## config.mk

```make
export PLATFORM = sky130hd
export DESIGN_NAME = csi_codec
export DESIGN_NICKNAME = d
export VERILOG_FILES = /design/src/csi_pkg.sv /design/src/csi_fifo.sv /design/src/csi_sdm.sv /design/src/csi_codec.sv
export VERILOG_INCLUDE_DIRS = /design/src
export SDC_FILE = /design/constraint.sdc
export NUM_CORES = 1
export LEC_CHECK = 0
export BUFFER_PORTS_ARGS = -buffer_cell sky130_fd_sc_hd__buf_4
export CAP_MARGIN = 20
export CORE_MARGIN = 4
export CORE_UTILIZATION = 58
export DETAILED_ROUTE_END_ITERATION = 8
export GPL_TIMING_DRIVEN = 0
export PLACE_DENSITY = 0.75
export REMOVE_ABC_BUFFERS = 1
export SYNTH_ARGS = -nofsm -noshare
export SYNTH_HDL_FRONTEND = slang
export SYNTH_HIERARCHICAL = 1
export SYNTH_SLANG_ARGS = --single-unit
```

## constraint.sdc

```tcl
create_clock -name clk_i -period 7.29 [get_ports clk_i]
set_clock_uncertainty 0.2 [all_clocks]
set_input_delay 1.0935 -clock clk_i [delete_from_list [all_inputs] [get_ports clk_i]]
set_output_delay 1.0935 -clock clk_i [all_outputs]
set_load 0.01 [all_outputs]
```

## src/csi_cfg.svh

```systemverilog
`ifndef CSI_CFG_SVH
`define CSI_CFG_SVH

// Register selects on the core's data bus port.
`define CSI_SEL_RX       2'h0
`define CSI_SEL_TX       2'h1
`define CSI_SEL_STATUS   2'h2
`define CSI_SEL_CTRL     2'h3

// Control register fields.
`define CSI_VOL_LSB      0
`define CSI_BOOST_BIT    3
`define CSI_RATIO_LSB    8
`define CSI_MUTE_N_BIT   10
`define CSI_GAIN_LSB     11
`define CSI_INSEL_BIT    13
`define CSI_PWR_BIT      14
`define CSI_IRQEN_BIT    15
`define CSI_CTRL_WMASK   16'hff0f
`define CSI_CTRL_RESET   16'h0000

// Status register fields.
`define CSI_ST_UNDER_BIT 0
`define CSI_ST_OVER_BIT  1
`define CSI_ST_TXE_BIT   2
`define CSI_ST_RXF_BIT   3

// Comb ratios.
`define CSI_RATIO_0      8'd125
`define CSI_RATIO_1      8'd128
`define CSI_RATIO_2      8'd105
`define CSI_RATIO_3      8'd81

`endif

```

## src/csi_pkg.sv

```systemverilog
package csi_pkg;
    typedef logic [15:0] csi_word_t;
    typedef enum logic [2:0] {
        CSI_IDLE = 3'b001,
        CSI_RUN  = 3'b010,
        CSI_OFF  = 3'b100
    } csi_state_e;
endpackage

```

## src/csi_fifo.sv

```systemverilog
`timescale 1ns/10ps
module csi_fifo #(
    parameter int WIDTH = 16,
    parameter int DEPTH = 4
) (
    // Clocking.
    input  wire logic             clk_i,
    input  wire logic             rst_n_i,
    input  wire logic             ce_i,
    input  wire logic             flush_i,
    // Fill side.
    input  wire logic             in_valid_i,
    output logic                  in_ready_o,
    input  wire logic [WIDTH-1:0] in_data_i,
    // Drain side.
    output logic                  out_valid_o,
    input  wire logic             out_ready_i,
    output logic [WIDTH-1:0]      out_data_o
);
    localparam int AW = $clog2(DEPTH);
    typedef struct packed {
        logic [DEPTH-1:0][WIDTH-1:0] mem;
        logic [AW-1:0]               wp;
        logic [AW-1:0]               rp;
        logic [AW:0]                 cnt;
    } csi_fifo_s;
    csi_fifo_s st_r;
    csi_fifo_s st_nxt;
    logic      push;
    logic      pop;

    assign in_ready_o  = st_r.cnt != (AW+1)'(DEPTH);
    assign out_valid_o = st_r.cnt != '0;
    assign out_data_o  = st_r.mem[st_r.rp];
    assign push        = in_valid_i && in_ready_o;
    assign pop         = out_valid_o && out_ready_i;

    always_comb begin
        st_nxt = st_r;
        if (push) begin
            st_nxt.mem[st_r.wp] = in_data_i;
            st_nxt.wp = (st_r.wp == AW'(DEPTH-1)) ? '0 : st_r.wp + 1'b1;
        end
        if (pop) begin
            st_nxt.rp = (st_r.rp == AW'(DEPTH-1)) ? '0 : st_r.rp + 1'b1;
        end
        st_nxt.cnt = st_r.cnt + (AW+1)'(push) - (AW+1)'(pop);
        if (flush_i) begin
            st_nxt.wp  = '0;
            st_nxt.rp  = '0;
            st_nxt.cnt = '0;
        end
    end

    always_ff @(posedge clk_i) begin
        if (!rst_n_i) begin
            st_r <= '0;
        end else if (ce_i) begin
            st_r <= st_nxt;
        end
    end
endmodule

```

## src/csi_sdm.sv

```systemverilog
`timescale 1ns/10ps
module csi_sdm #(
    parameter int WIDTH = 16
) (
    // Clocking.
    input  wire logic             clk_i,
    input  wire logic             rst_n_i,
    input  wire logic             ce_i,
    input  wire logic             run_i,
    input  wire logic             tick_i,
    // Sample in, bit out.
    input  wire logic [WIDTH-1:0] sample_i,
    output logic                  bit_o
);
    // Second order error feedback loop on two's complement input.
    typedef struct packed {
        logic [WIDTH+3:0] i1;
        logic [WIDTH+3:0] i2;
        logic             q;
    } csi_sdm_s;
    csi_sdm_s         st_r;
    csi_sdm_s         st_nxt;
    logic [WIDTH+3:0] fb;
    logic [WIDTH+3:0] x;

    assign bit_o = st_r.q;

    always_comb begin
        st_nxt = st_r;
        x  = {{4{sample_i[WIDTH-1]}}, sample_i};
        fb = st_r.q ? (WIDTH+4)'(2**(WIDTH-1)) : -(WIDTH+4)'(2**(WIDTH-1));
        if (!run_i) begin
            st_nxt = '0;
        end else if (tick_i) begin
            st_nxt.i1 = st_r.i1 + x - fb;
            st_nxt.i2 = st_r.i2 + st_nxt.i1 - fb;
            st_nxt.q  = !st_nxt.i2[WIDTH+3];
        end
    end

    always_ff @(posedge clk_i) begin
        if (!rst_n_i) begin
            st_r <= '0;
        end else if (ce_i) begin
            st_r <= st_nxt;
        end
    end
endmodule

```

## src/csi_codec.sv

```systemverilog
// Function
// - Receive sample register is 16-bit read-only, loaded from each decimator output.
// - Loading receive register sets receive-full; reading it clears the flag.
// - With interrupt enable set, receive-full requests the codec interrupt.
// - Transmit sample register is 16-bit write-only; writing clears transmit-empty.
// - With interrupt enable set, transmit-empty requests the codec interrupt.
// - Receive and transmit run in lockstep sharing one interrupt request.
// - All control register bits clear on hardware and software reset.
// - Three low volume bits set attenuation -20 dB to 0 dB in 5 dB steps.
// - Fourth volume bit boosts output by 20 dB.
// - Ratio field bits 8-9 selects 125, 128, 105 or 81.
// - Interpolator gain is ratio/128; decimator gain ratio cubed, power-of-two scaled.
// - Mute bit 10 low silences output; high passes it.
// - One bit selects the analog input, changeable at any time.
// - Third-order comb decimates the modulator bitstream to a 16-bit result.
// - Second-order comb interpolates, then a sigma-delta modulator makes one bit.
// - Reserved bits read zero; software writes zero to them.
// - Input select bit 13 clear picks first input, set picks second.
// - Enable bit 14 clear powers down codec; set wakes it.
// - Interrupt enable is control bit 15.
`timescale 1ns/10ps
`include "csi_cfg.svh"
module csi_codec
    import csi_pkg::*;
#(
    parameter int FIFO_DEPTH = 4,
    parameter int CIC_W      = 24
) (
    // Clocking and reset.
    input  wire logic       clk_i,
    input  wire logic       rst_n_i,
    input  wire logic       ce_i,
    input  wire logic       sw_rst_i,
    // Core data bus port.
    input  wire logic       sel_i,
    input  wire logic       rd_i,
    input  wire logic       wr_i,
    input  wire logic [1:0] addr_i,
    input  wire logic [15:0] wdata_i,
    output logic [15:0]     rdata_o,
    output logic            tx_ready_o,
    // Converter side.
    input  wire logic       mod_tick_i,
    input  wire logic       adc_bit_i,
    output logic            dac_bit_o,
    output logic [3:0]      volume_level_o,
    output logic            output_silence_n_o,
    output logic [1:0]      mic_gain_o,
    output logic            input_source_select_o,
    output logic            codec_power_enable_o,
    // Interrupt.
    output logic            irq_o
);
    localparam int RW = 8;

    typedef struct packed {
        logic [2:0]        adc_sync;
        logic              tick_d;
        logic [15:0]       ctrl;
        csi_word_t         rx;
        logic              rxf;
        logic              txe;
        logic              under;
        logic              over;
        logic              under_seen;
        logic              over_seen;
        csi_word_t         dac_hold;
        logic [RW-1:0]     phase;
        logic [CIC_W-1:0]  ai1;
        logic [CIC_W-1:0]  ai2;
        logic [CIC_W-1:0]  ai3;
        logic [CIC_W-1:0]  ad1;
        logic [CIC_W-1:0]  ad2;
        logic [CIC_W-1:0]  ac1;
        logic [CIC_W-1:0]  ac2;
        logic [CIC_W-1:0]  ac3;
        logic [CIC_W-1:0]  dc1;
        logic [CIC_W-1:0]  di1;
        logic [CIC_W-1:0]  di2;
        logic              fifo_rd;
        csi_word_t         rdata;
        logic              irq;
        logic              fifo_rdy;
        csi_state_e        state;
    } csi_st_s;

    csi_st_s          st_r;
    csi_st_s          st_nxt;
    logic [RW-1:0]    ratio;
    logic             frame;
    logic             fifo_in_rdy;
    logic             fifo_out_vld;
    csi_word_t        fifo_out;
    logic             bus_wr_tx;
    logic [CIC_W-1:0] adc_step;
    logic [CIC_W-1:0] c1;
    logic [CIC_W-1:0] c2;
    logic [CIC_W-1:0] c3;
    logic [CIC_W-1:0] dc;
    logic [CIC_W-1:0] dd;
    logic [CIC_W+RW-1:0] scaled;
    csi_word_t        dac_word;
    logic             tick;
    logic             pwr;

    assign pwr       = st_r.ctrl[`CSI_PWR_BIT];
    assign tick      = st_r.tick_d;
    assign bus_wr_tx = sel_i && wr_i && addr_i == `CSI_SEL_TX;

    // Writes are taken into the FIFO while space remains; tx_ready_o tells the core to wait.
    csi_fifo #(
        .WIDTH (16),
        .DEPTH (FIFO_DEPTH)
    ) u_fifo (
        .clk_i       (clk_i),
        .rst_n_i     (rst_n_i),
        .ce_i        (ce_i),
        .flush_i     (!pwr || sw_rst_i),
        .in_valid_i  (bus_wr_tx),
        .in_ready_o  (fifo_in_rdy),
        .in_data_i   (wdata_i),
        .out_valid_o (fifo_out_vld),
        .out_ready_i (st_r.fifo_rd),
        .out_data_o  (fifo_out)
    );

    csi_sdm #(
        .WIDTH (16)
    ) u_sdm (
        .clk_i    (clk_i),
        .rst_n_i  (rst_n_i),
        .ce_i     (ce_i),
        .run_i    (pwr),
        .tick_i   (tick),
        .sample_i (dac_word),
        .bit_o    (dac_bit_o)
    );

    always_comb begin
        case (st_r.ctrl[`CSI_RATIO_LSB +: 2])
            2'h0:    ratio = `CSI_RATIO_0;
            2'h1:    ratio = `CSI_RATIO_1;
            2'h2:    ratio = `CSI_RATIO_2;
            default: ratio = `CSI_RATIO_3;
        endcase
    end

    assign frame = tick && (st_r.phase == ratio - 8'd1);
    // Bitstream maps to +1/-1 so the comb output is signed two's complement.
    assign adc_step = st_r.adc_sync[2] ? CIC_W'(1) : {CIC_W{1'b1}};
    assign c1       = st_r.ai3 - st_r.ad1;
    assign c2       = c1 - st_r.ad2;
    assign c3       = c2 - st_r.ac3;
    assign dc       = {{(CIC_W-16){st_r.dac_hold[15]}}, st_r.dac_hold} - st_r.dc1;
    assign dd       = dc - st_r.di1;
    // Interpolator gain is ratio/128 after the divide by 128 below.
    assign scaled   = {{RW{st_r.di2[CIC_W-1]}}, st_r.di2};
    assign dac_word = scaled[22:7];

    always_comb begin
        st_nxt = st_r;
        st_nxt.adc_sync = {st_r.adc_sync[1:0], adc_bit_i};
        st_nxt.tick_d   = mod_tick_i;
        st_nxt.fifo_rd  = 1'b0;
        st_nxt.fifo_rdy = fifo_in_rdy;
        // Control register write; reserved bits 4-7 are never stored.
        if (sel_i && wr_i && addr_i == `CSI_SEL_CTRL) begin
            st_nxt.ctrl = wdata_i & `CSI_CTRL_WMASK;
        end
        if (bus_wr_tx) begin
            st_nxt.txe = 1'b0;
            if (st_r.under_seen) begin
                st_nxt.under      = 1'b0;
                st_nxt.under_seen = 1'b0;
            end
        end
        if (sel_i && rd_i && addr_i == `CSI_SEL_STATUS) begin
            st_nxt.under_seen = st_r.under;
            st_nxt.over_seen  = st_r.over;
        end
        if (sel_i && rd_i && addr_i == `CSI_SEL_RX) begin
            st_nxt.rxf = 1'b0;
            if (st_r.over_seen) begin
                st_nxt.over      = 1'b0;
                st_nxt.over_seen = 1'b0;
            end
        end
        // Read data register.
        if (sel_i && rd_i && addr_i == `CSI_SEL_RX) begin
            st_nxt.rdata = st_r.rx;
        end else if (sel_i && rd_i && addr_i == `CSI_SEL_STATUS) begin
            st_nxt.rdata = {12'h000, st_r.rxf, st_r.txe, st_r.over, st_r.under};
        end else if (sel_i && rd_i && addr_i == `CSI_SEL_CTRL) begin
            st_nxt.rdata = st_r.ctrl;
        end else begin
            st_nxt.rdata = 16'h0000;
        end
        case (st_r.state)
            CSI_IDLE: begin
                st_nxt.state = pwr ? CSI_RUN : CSI_OFF;
            end
            CSI_RUN: begin
                if (tick) begin
                    // Three integrators at the modulator rate.
                    st_nxt.ai1 = st_r.ai1 + adc_step;
                    st_nxt.ai2 = st_r.ai2 + st_r.ai1;
                    st_nxt.ai3 = st_r.ai3 + st_r.ai2;
                    // Two integrators rebuild the held sample at the high rate.
                    st_nxt.di1 = st_r.di1 + st_r.dc1;
                    st_nxt.di2 = st_r.di2 + st_r.di1;
                    st_nxt.phase = frame ? '0 : st_r.phase + 8'd1;
                end
                if (frame) begin
                    st_nxt.ad1 = st_r.ai3;
                    st_nxt.ad2 = c1;
                    st_nxt.ac3 = c2;
                    st_nxt.rx  = c3[CIC_W-1 -: 16];
                    st_nxt.rxf = 1'b1;
                    st_nxt.over = st_r.over || st_r.rxf;
                    // Second order differentiator at the low rate feeds the integrators.
                    st_nxt.dc1 = dd;
                    st_nxt.di1 = st_r.di1 + dd;
                    if (fifo_out_vld) begin
                        st_nxt.dac_hold = fifo_out;
                        st_nxt.fifo_rd  = 1'b1;
                        st_nxt.txe      = 1'b1;
                    end else begin
                        st_nxt.under = 1'b1;
                        st_nxt.txe   = 1'b1;
                    end
                end
                if (!pwr) begin
                    st_nxt.state = CSI_OFF;
                end
            end
            CSI_OFF: begin
                st_nxt.phase = '0;
                st_nxt.ai1 = '0;
                st_nxt.ai2 = '0;
                st_nxt.ai3 = '0;
                st_nxt.ad1 = '0;
                st_nxt.ad2 = '0;
                st_nxt.ac3 = '0;
                st_nxt.di1 = '0;
                st_nxt.di2 = '0;
                st_nxt.dc1 = '0;
                st_nxt.rxf = 1'b0;
                st_nxt.txe = 1'b1;
                if (pwr) begin
                    st_nxt.state = CSI_RUN;
                end
            end
            default: begin
                st_nxt.state = CSI_IDLE;
            end
        endcase
        st_nxt.irq = st_nxt.ctrl[`CSI_IRQEN_BIT] && (st_nxt.rxf || st_nxt.txe);
        if (sw_rst_i) begin
            st_nxt.ctrl  = `CSI_CTRL_RESET;
            st_nxt.rxf   = 1'b0;
            st_nxt.txe   = 1'b1;
            st_nxt.under = 1'b0;
            st_nxt.over  = 1'b0;
            st_nxt.irq   = 1'b0;
            st_nxt.state = CSI_OFF;
        end
    end

    always_ff @(posedge clk_i) begin
        if (!rst_n_i) begin
            st_r       <= '0;
            st_r.ctrl  <= `CSI_CTRL_RESET;
            st_r.txe   <= 1'b1;
            st_r.state <= CSI_OFF;
        end else if (ce_i) begin
            st_r <= st_nxt;
        end
    end

    // Analog trims are wired straight from the control register flops.
    assign volume_level_o        = st_r.ctrl[`CSI_VOL_LSB +: 4];
    assign output_silence_n_o    = st_r.ctrl[`CSI_MUTE_N_BIT];
    assign mic_gain_o            = st_r.ctrl[`CSI_GAIN_LSB +: 2];
    assign input_source_select_o = st_r.ctrl[`CSI_INSEL_BIT];
    assign codec_power_enable_o  = pwr;
    assign rdata_o               = st_r.rdata;
    assign irq_o                 = st_r.irq;
    assign tx_ready_o            = st_r.fifo_rdy;
endmodule

```

Yosys cells after proc, flatten, opt, wreduce, memory -nomap -nowiden

Index checks and enable logic that the tools add are counted.

Register bits after elaboration: 416
Bits of input ports: 27
Word-level logic and storage cells: 166

$add $sub $neg: 21
Magnitude comparators: 3
Eq/ne operators: 18
Muxes and demuxes: 50
Reduce and logical (&&, ||, !) cells: 37

Operator list:

| operator                                     | count |
|---|---|
| one-hot mux 128 bit (2 select lines)         | 1 |
| one-hot mux 96 bit (2 select lines)          | 1 |
| adder 24 bit                                 | 6 |
| subtractor 24 bit                            | 5 |
| 2-to-1 mux 16 bit                            | 7 |
| 2-to-1 mux 48 bit                            | 2 |
| 2-to-1 mux 41 bit                            | 2 |
| 2-to-1 mux 80 bit                            | 1 |
| 2-to-1 mux 72 bit                            | 1 |
| bitwise mux 64 bit                           | 1 |
| adder 20 bit                                 | 2 |
| subtractor 20 bit                            | 2 |
| binary-select mux 16 bit (select 2 bit)      | 1 |
| demux 16 bit (select 2 bit)                  | 1 |
| 2-to-1 mux 24 bit                            | 1 |
| one-hot mux 8 bit (3 select lines)           | 1 |
| 2-to-1 mux 20 bit                            | 1 |
| AND reduction 3 bit                          | 5 |
| 2-to-1 mux 2 bit                             | 7 |
| logical AND 1 bit                            | 12 |
| 2-to-1 mux 1 bit                             | 12 |
| 2-to-1 mux 3 bit                             | 4 |
| inequality test 3 bit, second input constant | 4 |
| AND reduction 2 bit                          | 6 |
| 26 further kinds                             | 43 |

Longest topological paths before layout

Gate-level depths: netlist (run 1).

Depth in word-level cells: 10
Mapped depth: 30
Mapped depth without buffers: 29

Modules after synthesis

Netlist (run 1), hierarchy kept.

By module, submodules not included:

| module    | instances | cells an instance | area each (um^2) |
|---|---|---|---|
| csi_codec | 1         | 2551              | 21230.4 |
| csi_sdm   | 1         | 547               | 4165.2 |
| csi_fifo  | 1         | 305               | 3214.3 |

Least setup slack after synthesis (run 1)

No wires, ideal clock.

Path kind: register to register
Start point: reg, netlist name st_r[214]
End point: reg, netlist name st_r[330]
Arrival time: 5.446 ns
Required time: 6.975 ns
Path slack: 1.529 ns
Cell stages (with the launch flop): 31
Buffers on the path: 1
Clock period less this slack: 5.761 ns
Cell sequence: dfxtp_1 inv_1 ha_1 inv_1 fa_1 a21o_1 a21oi_2 o21ai_1 a2111oi_2 o31ai_1 a21oi_2 inv_2 a21oi_1 xnor2_1 ha_1 clkbuf_1 nand3_1 o32ai_1 a211oi_1 xnor2_1 ha_1 o21a_1 o21a_1 o21ai_0 nor3_1 a21oi_1 a21oi_1 a21oi_1 xor2_1 o21ai_0 and2_1

==> results of run 1 <==
[cell type report]
class	count	area, sq um	share of cell area [%]
Tap cell	664	831	2.65
Clock buffer	65	1400	4.45
Sequential cell	409	8190	26.1
Inverter	293	1100	3.51
Clock inverter	24	338	1.08
Multi-Input combinational cell	2547	18700	59.6
Timing Repair Buffer	78	817	2.61
[power by group through the flow]
| stage | combinational [mW] | clock, mW | sequential (mW) |
|---|---|---|---|
| 2_1_floorplan | 0.131 | 0 | 2.30 |
| 3_3_place_gp | 0.229 | 0 | 2.30 |
| 3_5_place_dp | 0.247 | 0 | 2.30 |
| 4_1_cts | 0.248 | 2.67 | 2.25 |
| 5_1_grt | 0.271 | 2.76 | 2.25 |
| 6_report | 0.249 | 2.62 | 2.25 |
[cell usage after synthesis (17+ instances only)]
| cell type | instances |
|---|---|
| nor2_1 | 167 |
| o21bai_1 | 21 |
| inv_1 | 291 |
| and3_1 | 29 |
| o21ai_0 | 91 |
| o31ai_1 | 20 |
| nand4_1 | 19 |
| xnor2_1 | 122 |
| nor3_1 | 57 |
| a21boi_1 | 29 |
| fa_1 | 36 |
| a21oi_1 | 197 |
| nor3b_1 | 17 |
| a31oi_1 | 26 |
| ha_1 | 280 |
| or3_1 | 21 |
| o21a_1 | 52 |
| dfxtp_1 | 409 |
| and2_1 | 36 |
| nand3_1 | 57 |
| nand2b_1 | 33 |
| xor2_1 | 67 |
| a21o_1 | 75 |
| clkbuf_1 | 107 |
| mux2i_1 | 74 |
| nor2b_1 | 213 |
| nand2_1 | 307 |
| o21ai_1 | 53 |
| mux2_2 | 17 |
| a22oi_1 | 156 |
| buf_4 | 23 |
| o211ai_1 | 19 |
| o22ai_1 | 18 |
| a22o_1 | 19 |
| a211oi_1 | 17 |
[how the worst max path moves through the flow]
stage	from	to	slack [ps]
detailed placement	st_r[214]	st_r[330]	650
floorplan	st_r[286]	st_r[294]	510
global placement	ce_i	st_r[297]	-4190
global route	st_r[214]	st_r[330]	130
CTS	st_r[214]	st_r[330]	620
finish	st_r[214]	st_r[330]	660
[layout by cell type, fill, tap and decap left out, drive strengths merged, types with 65 or more instances in the layout]
cell    Yosys  routed
a21oi     199     199
nor2b     214     214
inv       293     295
nor2      171     171
xnor2     122     122
a22oi     156     156
o21ai     146     146
dfxtp     409     409
ha        280     280
xor2       67      67
buf        47      78
mux2i      74      74
nand2     308     308
a21o       75      75
clkbuf    107      65
[registers in the layout, indices dropped and copies added, names as in the netlist]
signal,count
codec_power_enable_o,1
dac_word,16
input_source_select_o,1
irq_o,1
mic_gain_o,2
output_silence_n_o,1
rdata_o,16
scaled,7
st_nxt,2
st_r,244
tick,1
tx_ready_o,1
u_fifo/st_r,71
u_sdm/bit_o,1
u_sdm/st_r,40
volume_level_o,4
[logic make-up after synthesis]
family          Yosys count
flops                   409
simple gates           1007
buf+inv                 447
fa+ha+maj               316
xor+xnor                190
mux                     109
compound gates          925
[routing by layer]
layer	GRT usage [%]	vias to the layer above	share of wire [%]
met5	0	-	0
met4	8.64	0	2.8
met3	3.33	121	4.0
met2	43.6	510	49
met1	30.7	11600	44
li1	-	12000	-
[critical path, delay by kind of cell (launching register included)]
kind,cells,cell delay [ps]
compound gates,16,3630
fa+ha+maj,4,1270
xor+xnor,3,470
simple gates,3,410
flops,1,350
buf+inv,3,190
[per-stage QoR]
stage / worst slack [ps] / total power [mW]
4_1_cts: 623 / 5.17
6_report: 664 / 5.12
2_1_floorplan: 508 / 2.43
3_5_place_dp: 649 / 2.55
3_3_place_gp: -4190 / 2.53
5_1_grt: 129 / 5.28
==> out/qor.txt, run 1 <==
Die X - 230 um
Top-area cell type share of the netlist area - 28.6%
Layout cells sized above 1 - 7.20%
Synth Warn # - 6
H-tree depth - 2
Simple-gate portion of the synthesized area - 17.7%
CTS tree - yes
VDD IR max - 0.184 mV
Reg2Reg Launch Point - st_r[214]
Worst-skew pair later-pin latency - 600 ps
Post-Synth Adder-Cell Area - 14.8%
Main combinational cell family by area after synthesis - compound AO/OA/AOI/OAI gates
Worst-path clk slew - 60 ps
CTS-repair resized insts - 0
TritonRoute pass-1 iters - 6
Fin crit period - 6630 ps
Final WL - 67100 um
Sequential fraction of the synthesis area - 28.6%
Slew headroom - 32.1%
Clock Path Buffers - 3
Switching Power - 1.19 mW
Reg-to-Reg End - st_r[330]
Rows - 81
Ys flop type - dfxtp_1
CP Capture Type - flop
Worst hold slack - 253 ps
Main area contributors after synthesis - dfxtp_1, ha_1, nor2b_1, a22oi_1, nand2_1
CTS root buf - clkbuf_16
Final setup fails - 0
RSZ-0062 raised after global routing - no
Post-synthesis compound-gate area fraction - 22.2%
Post-layout util - 64.2%
Pins over their slew limit - 0
Worst slew pin tran - 1020 ps
Fill count - 4112
Status - completed
Post-synthesis mux area share - 4.60%
Post-route DRC - 0
Post-synth top area cell - dfxtp_1
Syn Inst Count - 3403
Pleak - 12.8 nW
DR iter-0 viols - 1503
DP Area - 0.0296 sq mm
Inst Count DP - 3989
Ports - 55
FF-to-FF path depth - 29
Sw frac - 23.3%
Vias - 24200
Critical path type - reg -> reg
Min-delay worst type - reg -> reg
First-pass GRT wire length - 113000 um
Clock share of power - 51.2%
Area grow syn2layout - 9.56%
Sink Count - 409
Routed wire per std cell - 16.4 um
Total grt overflow - 0
Hold path startpoint - st_r[321]
Initial antenna violation count - 0
Die height - 230 um
CP max FO - 7
Part of the power in combinational logic - 4.9%
Layout Nets - 3720
Startpoint Class - flop
Part of the cycle the worst path needs - 90.9%
Final std cell area, no fill - 0.0313 sq mm
Post-synthesis xor/xnor area fraction - 5.86%
CP peak stage delay - 450 ps
FMAX - 151 MHz
Hold Crit Depth - 2
Hold buffers post-CTS - 0
Post-CTS setup buffers - 0
PD cells - 163 mW/mm^2
Core Area - 0.0488 sq mm
GPL Wtd Cong - 0.906
Pint - 3.93 mW
MaxCap Viol Count - 0
Async SR Flop Fraction - 0%
CP most frequent cell - a21oi_1
Hold Fails Final Rpt - 0
Number of synthesized flops with an enable pin - 0
Worst Hold End - st_r[321]
Largest net degree at the start of global routing - 189
Part of the power in registers - 44.0%
Diodes inserted - 0
Count of cell types in the netlist - 97
Syn avg cell area - 8.41 sq um
Setup TNS - 0 ps
Number of buffers created by CTS - 48
Vias in the first global route - 23900
DP HPWL - 47600 um
Die ar. - 0.0529 sq mm
Global Route Usage Sum - 24.6%
Vias per cell - 5.93
Worst Path Arrival - 6920 ps
Worst R2R Setup Slack - 660 ps
ANT nets after route - 0
#FFs+latches synth - 409
Crit path max-delay cell type - a2111oi_2
Starting Density - 58.6%
Critical Path RT - 7580 ps
IO buf count - 54
Mapped cell area - 0.0286 sq mm
Fin cells - 4080
No activity file was read; power rests on OpenSTA's default activity.
==> run 2, diff against run 1 <==
- CORE_MARGIN: 4 -> 3
- clock period: 7.29 -> 6.5 ns (I/O delays scaled with it)
==> run 2 against run 1 <==
  * Count of clock-buffer cells in the layout is 7 higher
  * Final cell count shrank 0.12%
  * Largest power group unchanged
  * Worst setup slack worse by 280 ps
  * Critical path depth is the same
  * Via count grew 0.48%
==> out/qor.txt, run 2 (synthesis results as in run 1) <==
DP Area - 0.0295 sq mm (about the same)
CP peak stage delay - 400 ps (-50 ps)
ANT nets after route - 0 (unchanged)
Fin crit period - 6120 ps (-511 ps)
Setup TNS - 0 ps (unchanged)
MaxCap Viol Count - 0 (unchanged)
Final setup fails - 0 (unchanged)
Ports - 55 (unchanged)
Reg with most FFs - st_r
Vias in the first global route - 24000 (+0.39%)
Part of the cycle the worst path needs - 94.1% (+3.2 points)
Fill count - 4081 (-0.75%)
Worst-skew pair later-pin latency - 600 ps (about the same)
Rows - 80 (-1.2%)
Diodes inserted - 0 (unchanged)
Worst Path Arrival - 6450 ps (-470 ps)
Hold Fails Final Rpt - 0 (unchanged)
Worst setup margin - 385 ps (-279 ps)
H-tree depth - 2 (unchanged)
Initial antenna violation count - 0 (unchanged)
Sink Count - 409 (unchanged)
First-pass GRT wire length - 114000 um (+0.92%)
TritonRoute pass-1 iters - 7 (+1)
Slew headroom - 28.5% (-3.5 points)
Worst hold slack - 252 ps (-0.525 ps)
Startpoint Class - flop
Inst Count DP - 3980 (-0.23%)
Core Area - 0.0482 sq mm (-1.2%)
CP most frequent cell - a21oi_2
CTS tree - yes
VDD IR max - 0.189 mV (+2.7%)
Clock share of power - 49.4% (-1.8 points)
Hold buffers post-CTS - 0 (unchanged)
Total grt overflow - 0 (unchanged)
Most common cell after layout, fill and taps aside - dfxtp_1
PD cells - 178 mW/mm^2 (+8.8%)
DP HPWL - 47700 um (+0.23%)
Sw frac - 23.5% (+0.27 points)
Die X - 228 um (-0.87%)
Switching Power - 1.31 mW (+9.8%)
Commonest non-fill, non-tap cells in the layout - dfxtp_1, nand2_1, inv_1, ha_1, nor2b_1
Global Route Usage Sum - 25.2% (+0.60 points)
IO buf count - 54 (unchanged)
CP Capture Type - flop
Starting Density - 59.3% (+0.73 points)
Routed wire per std cell - 16.6 um (+0.92%)
Pins over their slew limit - 0 (unchanged)
Final std cell area, no fill - 0.0313 sq mm (-0.23%)
Critical path type - reg -> reg
Pint - 4.25 mW (+8.1%)
Top Registers - st_r (244), u_fifo/st_r (71), u_sdm/st_r (40)
Die height - 228 um (-0.87%)
Vias - 24300 (+0.48%)
Post-layout util - 64.8% (+0.65 points)
Multi-input logic area - 0.0187 sq mm (+0.19%)
Critical Path RT - 6830 ps (-750 ps)
Total power - 5.55 mW (+8.5%)
Seq. cell area - 0.00819 sq mm (unchanged)
CTS root buf - clkbuf_16
Worst slew pin tran - 1070 ps (+51.7 ps)
Final WL - 67600 um (+0.80%)
Area grow syn2layout - 9.31%
CP max FO - 5 (-2)
Fin cells - 4075 (-0.12%)
Layout Nets - 3724 (+0.11%)
Max reg flops - 244 (unchanged)
Post-route DRC - 0 (unchanged)
Status - completed
FMAX - 164 MHz (+8.4%)
Vias per cell - 5.96 (+0.61%)
Pre-CTS setup slack - -108 ps (-757 ps)
Worst-path clk slew - 60 ps (about the same)
DR iter-0 viols - 1487 (-1.1%)
Crit path max-delay cell type - ha_2
Layout cells sized above 1 - 7.11% (-0.094 points)
Number of buffers created by CTS - 48 (unchanged)
Clock Path Buffers - 3 (unchanged)
Largest net degree at the start of global routing - 190 (+0.53%)
Part of the power in combinational logic - 5.1% (+0.2 points)
Part of the power in registers - 45.4% (+1.4 points)
Die ar. - 0.0520 sq mm (-1.7%)
Min-delay worst type - reg -> reg
Pleak - 12.8 nW (-0.39%)
GPL Wtd Cong - 0.905 (-0.11%)
[run 2: cell types whose count changed in the layout (fill, tap and decap cells not counted), moves of 2 or more]
cell and change:
clkinv_4 -2, clkinv_2 -3, clkbuf_8 -3, bufinv_16 -4, buf_4 +5, a21oi_2 +2
buf_8 -2, clkbuf_1 +9, a21oi_1 -2, o21ai_1 +2
[run 2: worst max-delay path, delay by kind of cell (launching register included)]
kind,cells,cell delay [ps]
adders and majority gates,4,1240
xor gates and xnor gates,2,370
DFF,1,350
buffers and inverters,3,180
AOI/OAI and AO/OA,16,3200
and+or+nand+nor,4,500
[run 2: final timing paths]
kind | slack, ps | cells after the start | endpoint | from
worst max register to register | 380 | 29 | st_r[331] | st_r[214]
worst min register to register | 250 | 2 | u_sdm/st_r[15] | u_sdm/st_r[15]
worst min-delay path | 250 | 2 | u_sdm/st_r[15] | u_sdm/st_r[15]
worst max-delay path | 380 | 29 | st_r[331] | st_r[214]
[run 2: timing repair]
item,4_1_cts,5_1_grt
pin swaps,0,4
setup buffers,0,4
resized for setup,1,7
endpoints found under the hold margin,0,0
endpoints found under the setup margin,3,5
[run 2: layer usage]
layer	GRT usage (%)	part of all wire (%)
met3	2.77	3.5
met1	31.8	45
met4	8.39	2.5
met5	0	0
met2	44.8	49
[run 2: area by class of cell]
type	count	area share (%)
clock buffer	72	4.52
clock inverter	16	0.628
inverter	293	3.52
multi-input combinational	2547	59.8
sequential	409	26.2
tap	656	2.62
timing repair buffer	82	2.70
[run 2: power by group through the flow]
| stage | combinational, mW | clock [mW] | sequential [mW] |
|---|---|---|---|
| final | 0.284 | 2.75 | 2.52 |
| after global routing | 0.306 | 2.91 | 2.52 |
| after CTS | 0.281 | 2.80 | 2.52 |
| after detailed placement | 0.279 | 0 | 2.58 |
| after global placement | 0.257 | 0 | 2.58 |
| after floorplan | 0.147 | 0 | 2.58 |
==> run 3, diff against run 2 <==
- CELL_PAD_IN_SITES_DETAIL_PLACEMENT: unset -> 0
- CELL_PAD_IN_SITES_GLOBAL_PLACEMENT: unset -> 1
- CORE_UTILIZATION: 58 -> 49
- PLACE_DENSITY: 0.75 -> unset
- PLACE_DENSITY_LB_ADDON: unset -> 0.1
==> run 3 against run 2 <==
  * Design area increased by 1.0%
  * Largest cell class unchanged
  * Critical endpoint unchanged
  * Non-clock buffer count decreased by 1
  * Worst setup slack improved by 74 ps
  * Via count decreased by 2.7%
  * Flip-flop and latch count unchanged
  * Utilization decreased by 9.4 points
  * Combinational power about the same
==> out/qor.txt, run 3 (synthesis results as in run 1) <==
Status - completed
CP max FO - 7 (+2)
Top Registers - st_r (244), u_fifo/st_r (71), u_sdm/st_r (40)
DP HPWL - 49200 um (+3.2%)
Pint - 4.50 mW (+5.9%)
DR iter-0 viols - 1299 (-13%)
Rows - 87 (+8.8%)
Startpoint Class - flop
Commonest non-fill, non-tap cells in the layout - dfxtp_1, nand2_1, inv_1, ha_1, nor2b_1
Worst slew pin tran - 1020 ps (-53.0 ps)
Fin crit period - 6040 ps (-74.2 ps)
Pins over their slew limit - 0 (unchanged)
CP most frequent cell - a21oi_2
FF-to-FF path depth - 29 (unchanged)
Number of buffers created by CTS - 49 (+2.1%)
Worst hold slack - 252 ps (-0.375 ps)
PD cells - 184 mW/mm^2 (+3.8%)
Worst Hold End - u_sdm/st_r[15]
VDD IR max - 0.200 mV (+5.6%)
Reg with most FFs - st_r
Switching Power - 1.33 mW (+1.7%)
Hold Crit Depth - 2 (unchanged)
Hold path startpoint - u_sdm/st_r[15]
Initial antenna violation count - 0 (unchanged)
Pleak - 12.9 nW (+0.77%)
Crit path max-delay cell type - fa_1
RSZ-0062 raised after global routing - no
GPL Wtd Cong - 0.880 (-2.8%)
Total grt overflow - 0 (unchanged)
Setup TNS - 0 ps (unchanged)
Core Area - 0.0570 sq mm (+18%)
MaxCap Viol Count - 0 (unchanged)
Vias in the first global route - 23100 (-3.7%)
Clock share of power - 51.8% (+2.4 points)
Post-route DRC - 0 (unchanged)
Global Route Usage Sum - 22.0% (-3.2 points)
Layout Nets - 3724 (unchanged)
Die height - 248 um (+8.6%)
Sw frac - 22.8% (-0.73 points)
Crit path max-delay family - compound AO/OA/AOI/OAI gates
Critical Path RT - 6830 ps (about the same)
Routed wire per std cell - 16.3 um (-2.0%)
Slew headroom - 32.0% (+3.5 points)
H-tree depth - 2 (unchanged)
Area grow syn2layout - 10.4%
Die ar. - 0.0613 sq mm (+18%)
ANT nets after route - 0 (unchanged)
IO buf count - 54 (unchanged)
CP peak stage delay - 410 ps (about the same)
Worst-skew pair later-pin latency - 600 ps (about the same)
Worst-path clk slew - 60 ps (about the same)
Reg2Reg Launch Point - st_r[214]
CTS tree - yes
Min-delay worst type - reg -> reg
Worst Path Arrival - 6380 ps (-70 ps)
Most common cell after layout, fill and taps aside - dfxtp_1
Hold Fails Final Rpt - 0 (unchanged)
TritonRoute pass-1 iters - 7 (unchanged)
Worst R2R Setup Slack - 460 ps (+70 ps)
Starting Density - 50.2% (-9.1 points)
Die X - 248 um (+8.6%)
Max reg flops - 244 (unchanged)
First-pass GRT wire length - 113000 um (-0.44%)
CP Capture Type - flop
CP Buf/Inv Count - 3 (unchanged)
Part of the cycle the worst path needs - 92.9% (-1.1 points)
Critical path type - reg -> reg
Final WL - 67900 um (+0.41%)
Ports - 55 (unchanged)
Clock Path Buffers - 3 (unchanged)
CTS root buf - clkbuf_16
Vias - 23600 (-2.7%)
Part of the power in combinational logic - 4.9% (-0.2 points)
Final setup fails - 0 (unchanged)
FMAX - 166 MHz (+1.2%)
Vias per cell - 5.66 (-5.0%)
Layout cells sized above 1 - 7.31% (+0.21 points)
Sink Count - 409 (unchanged)
Reg-to-Reg End - st_r[331]
Largest net degree at the start of global routing - 174 (-8.4%)
Part of the power in registers - 43.3% (-2.1 points)
[run 3: cell types whose count changed in the layout (fill, tap and decap cells not counted), sizes merged]
cell / change
clkbuf: -7
diode: +1
buf: -1
clkinvlp: -1
clkinv: +4
inv: -2
bufinv: +6
[run 3: worst min-delay path, cell delays in order (launching register included)]
cell     delay (ps)
dfxtp_1         310
nand2_1          50
o21ai_1          50
[run 3: power groups by stage]
stage	clock network [mW]	logic (mW)	registers, mW
after CTS	3.11	0.287	2.52
after global placement	0	0.265	2.58
after detailed placement	0	0.286	2.58
after global routing	3.21	0.312	2.52
final	3.02	0.286	2.52
after floorplan	0	0.147	2.58
[run 3: metrics by stage]
stage                     instance area [sq um]  utilization, %  total power [mW]  cells  worst slack, ps
after floorplan                           27900               -              2.72   3249             -282
after global placement                    29200            51.3              2.84   4059            -5160
after detailed placement                  29800            52.2              2.87   4085             -197
after CTS                                 31600            55.3              5.92   4174             60.2
after global routing                      31600            55.4              6.04   4174             12.1
final                                     31600            55.4              5.83   4175              459
[run 3: what timing repair did]
action / 4_1_cts / 5_1_grt
setup buffers: 1 / 0
hold buffers: 0 / 0
gates resized for setup: 2 / 7
pin swaps: 1 / 2
setup endpoints to repair: 4 / 5
[run 3: final cells by class]
type / instances / area (sq um)
multi-input cells: 2547 / 18700
repair buffers: 81 / 861
fillers: 5257 / 25400
clock inverters: 23 / 372
inverters: 293 / 1100
flip-flops and latches: 409 / 8190
well taps: 756 / 946
diodes: 1 / 2.50
clock buffers: 65 / 1410
[run 3: worst max-delay path by stage]
stage	startpoint	end	slack [ps]	cells past startpoint
floorplan	st_r[286]	st_r[294]	-280	8
global placement	ce_i	st_r[297]	-5160	6
detailed placement	st_r[214]	st_r[331]	-200	29
CTS	st_r[214]	st_r[331]	60	29
global route	st_r[214]	st_r[331]	10	29
finish	st_r[214]	st_r[331]	460	29
[run 3: per-layer routing]
| metal | global-route usage (%) | vias up | part of all wire [%] |
|---|---|---|---|
| met1 | 28.8 | 11200 | 47 |
| li1 | - | 12000 | - |
| met3 | 2.29 | 95 | 3.1 |
| met5 | 0 | - | 0 |
| met2 | 38.5 | 330 | 48 |
| met4 | 5.85 | 0 | 2.2 |
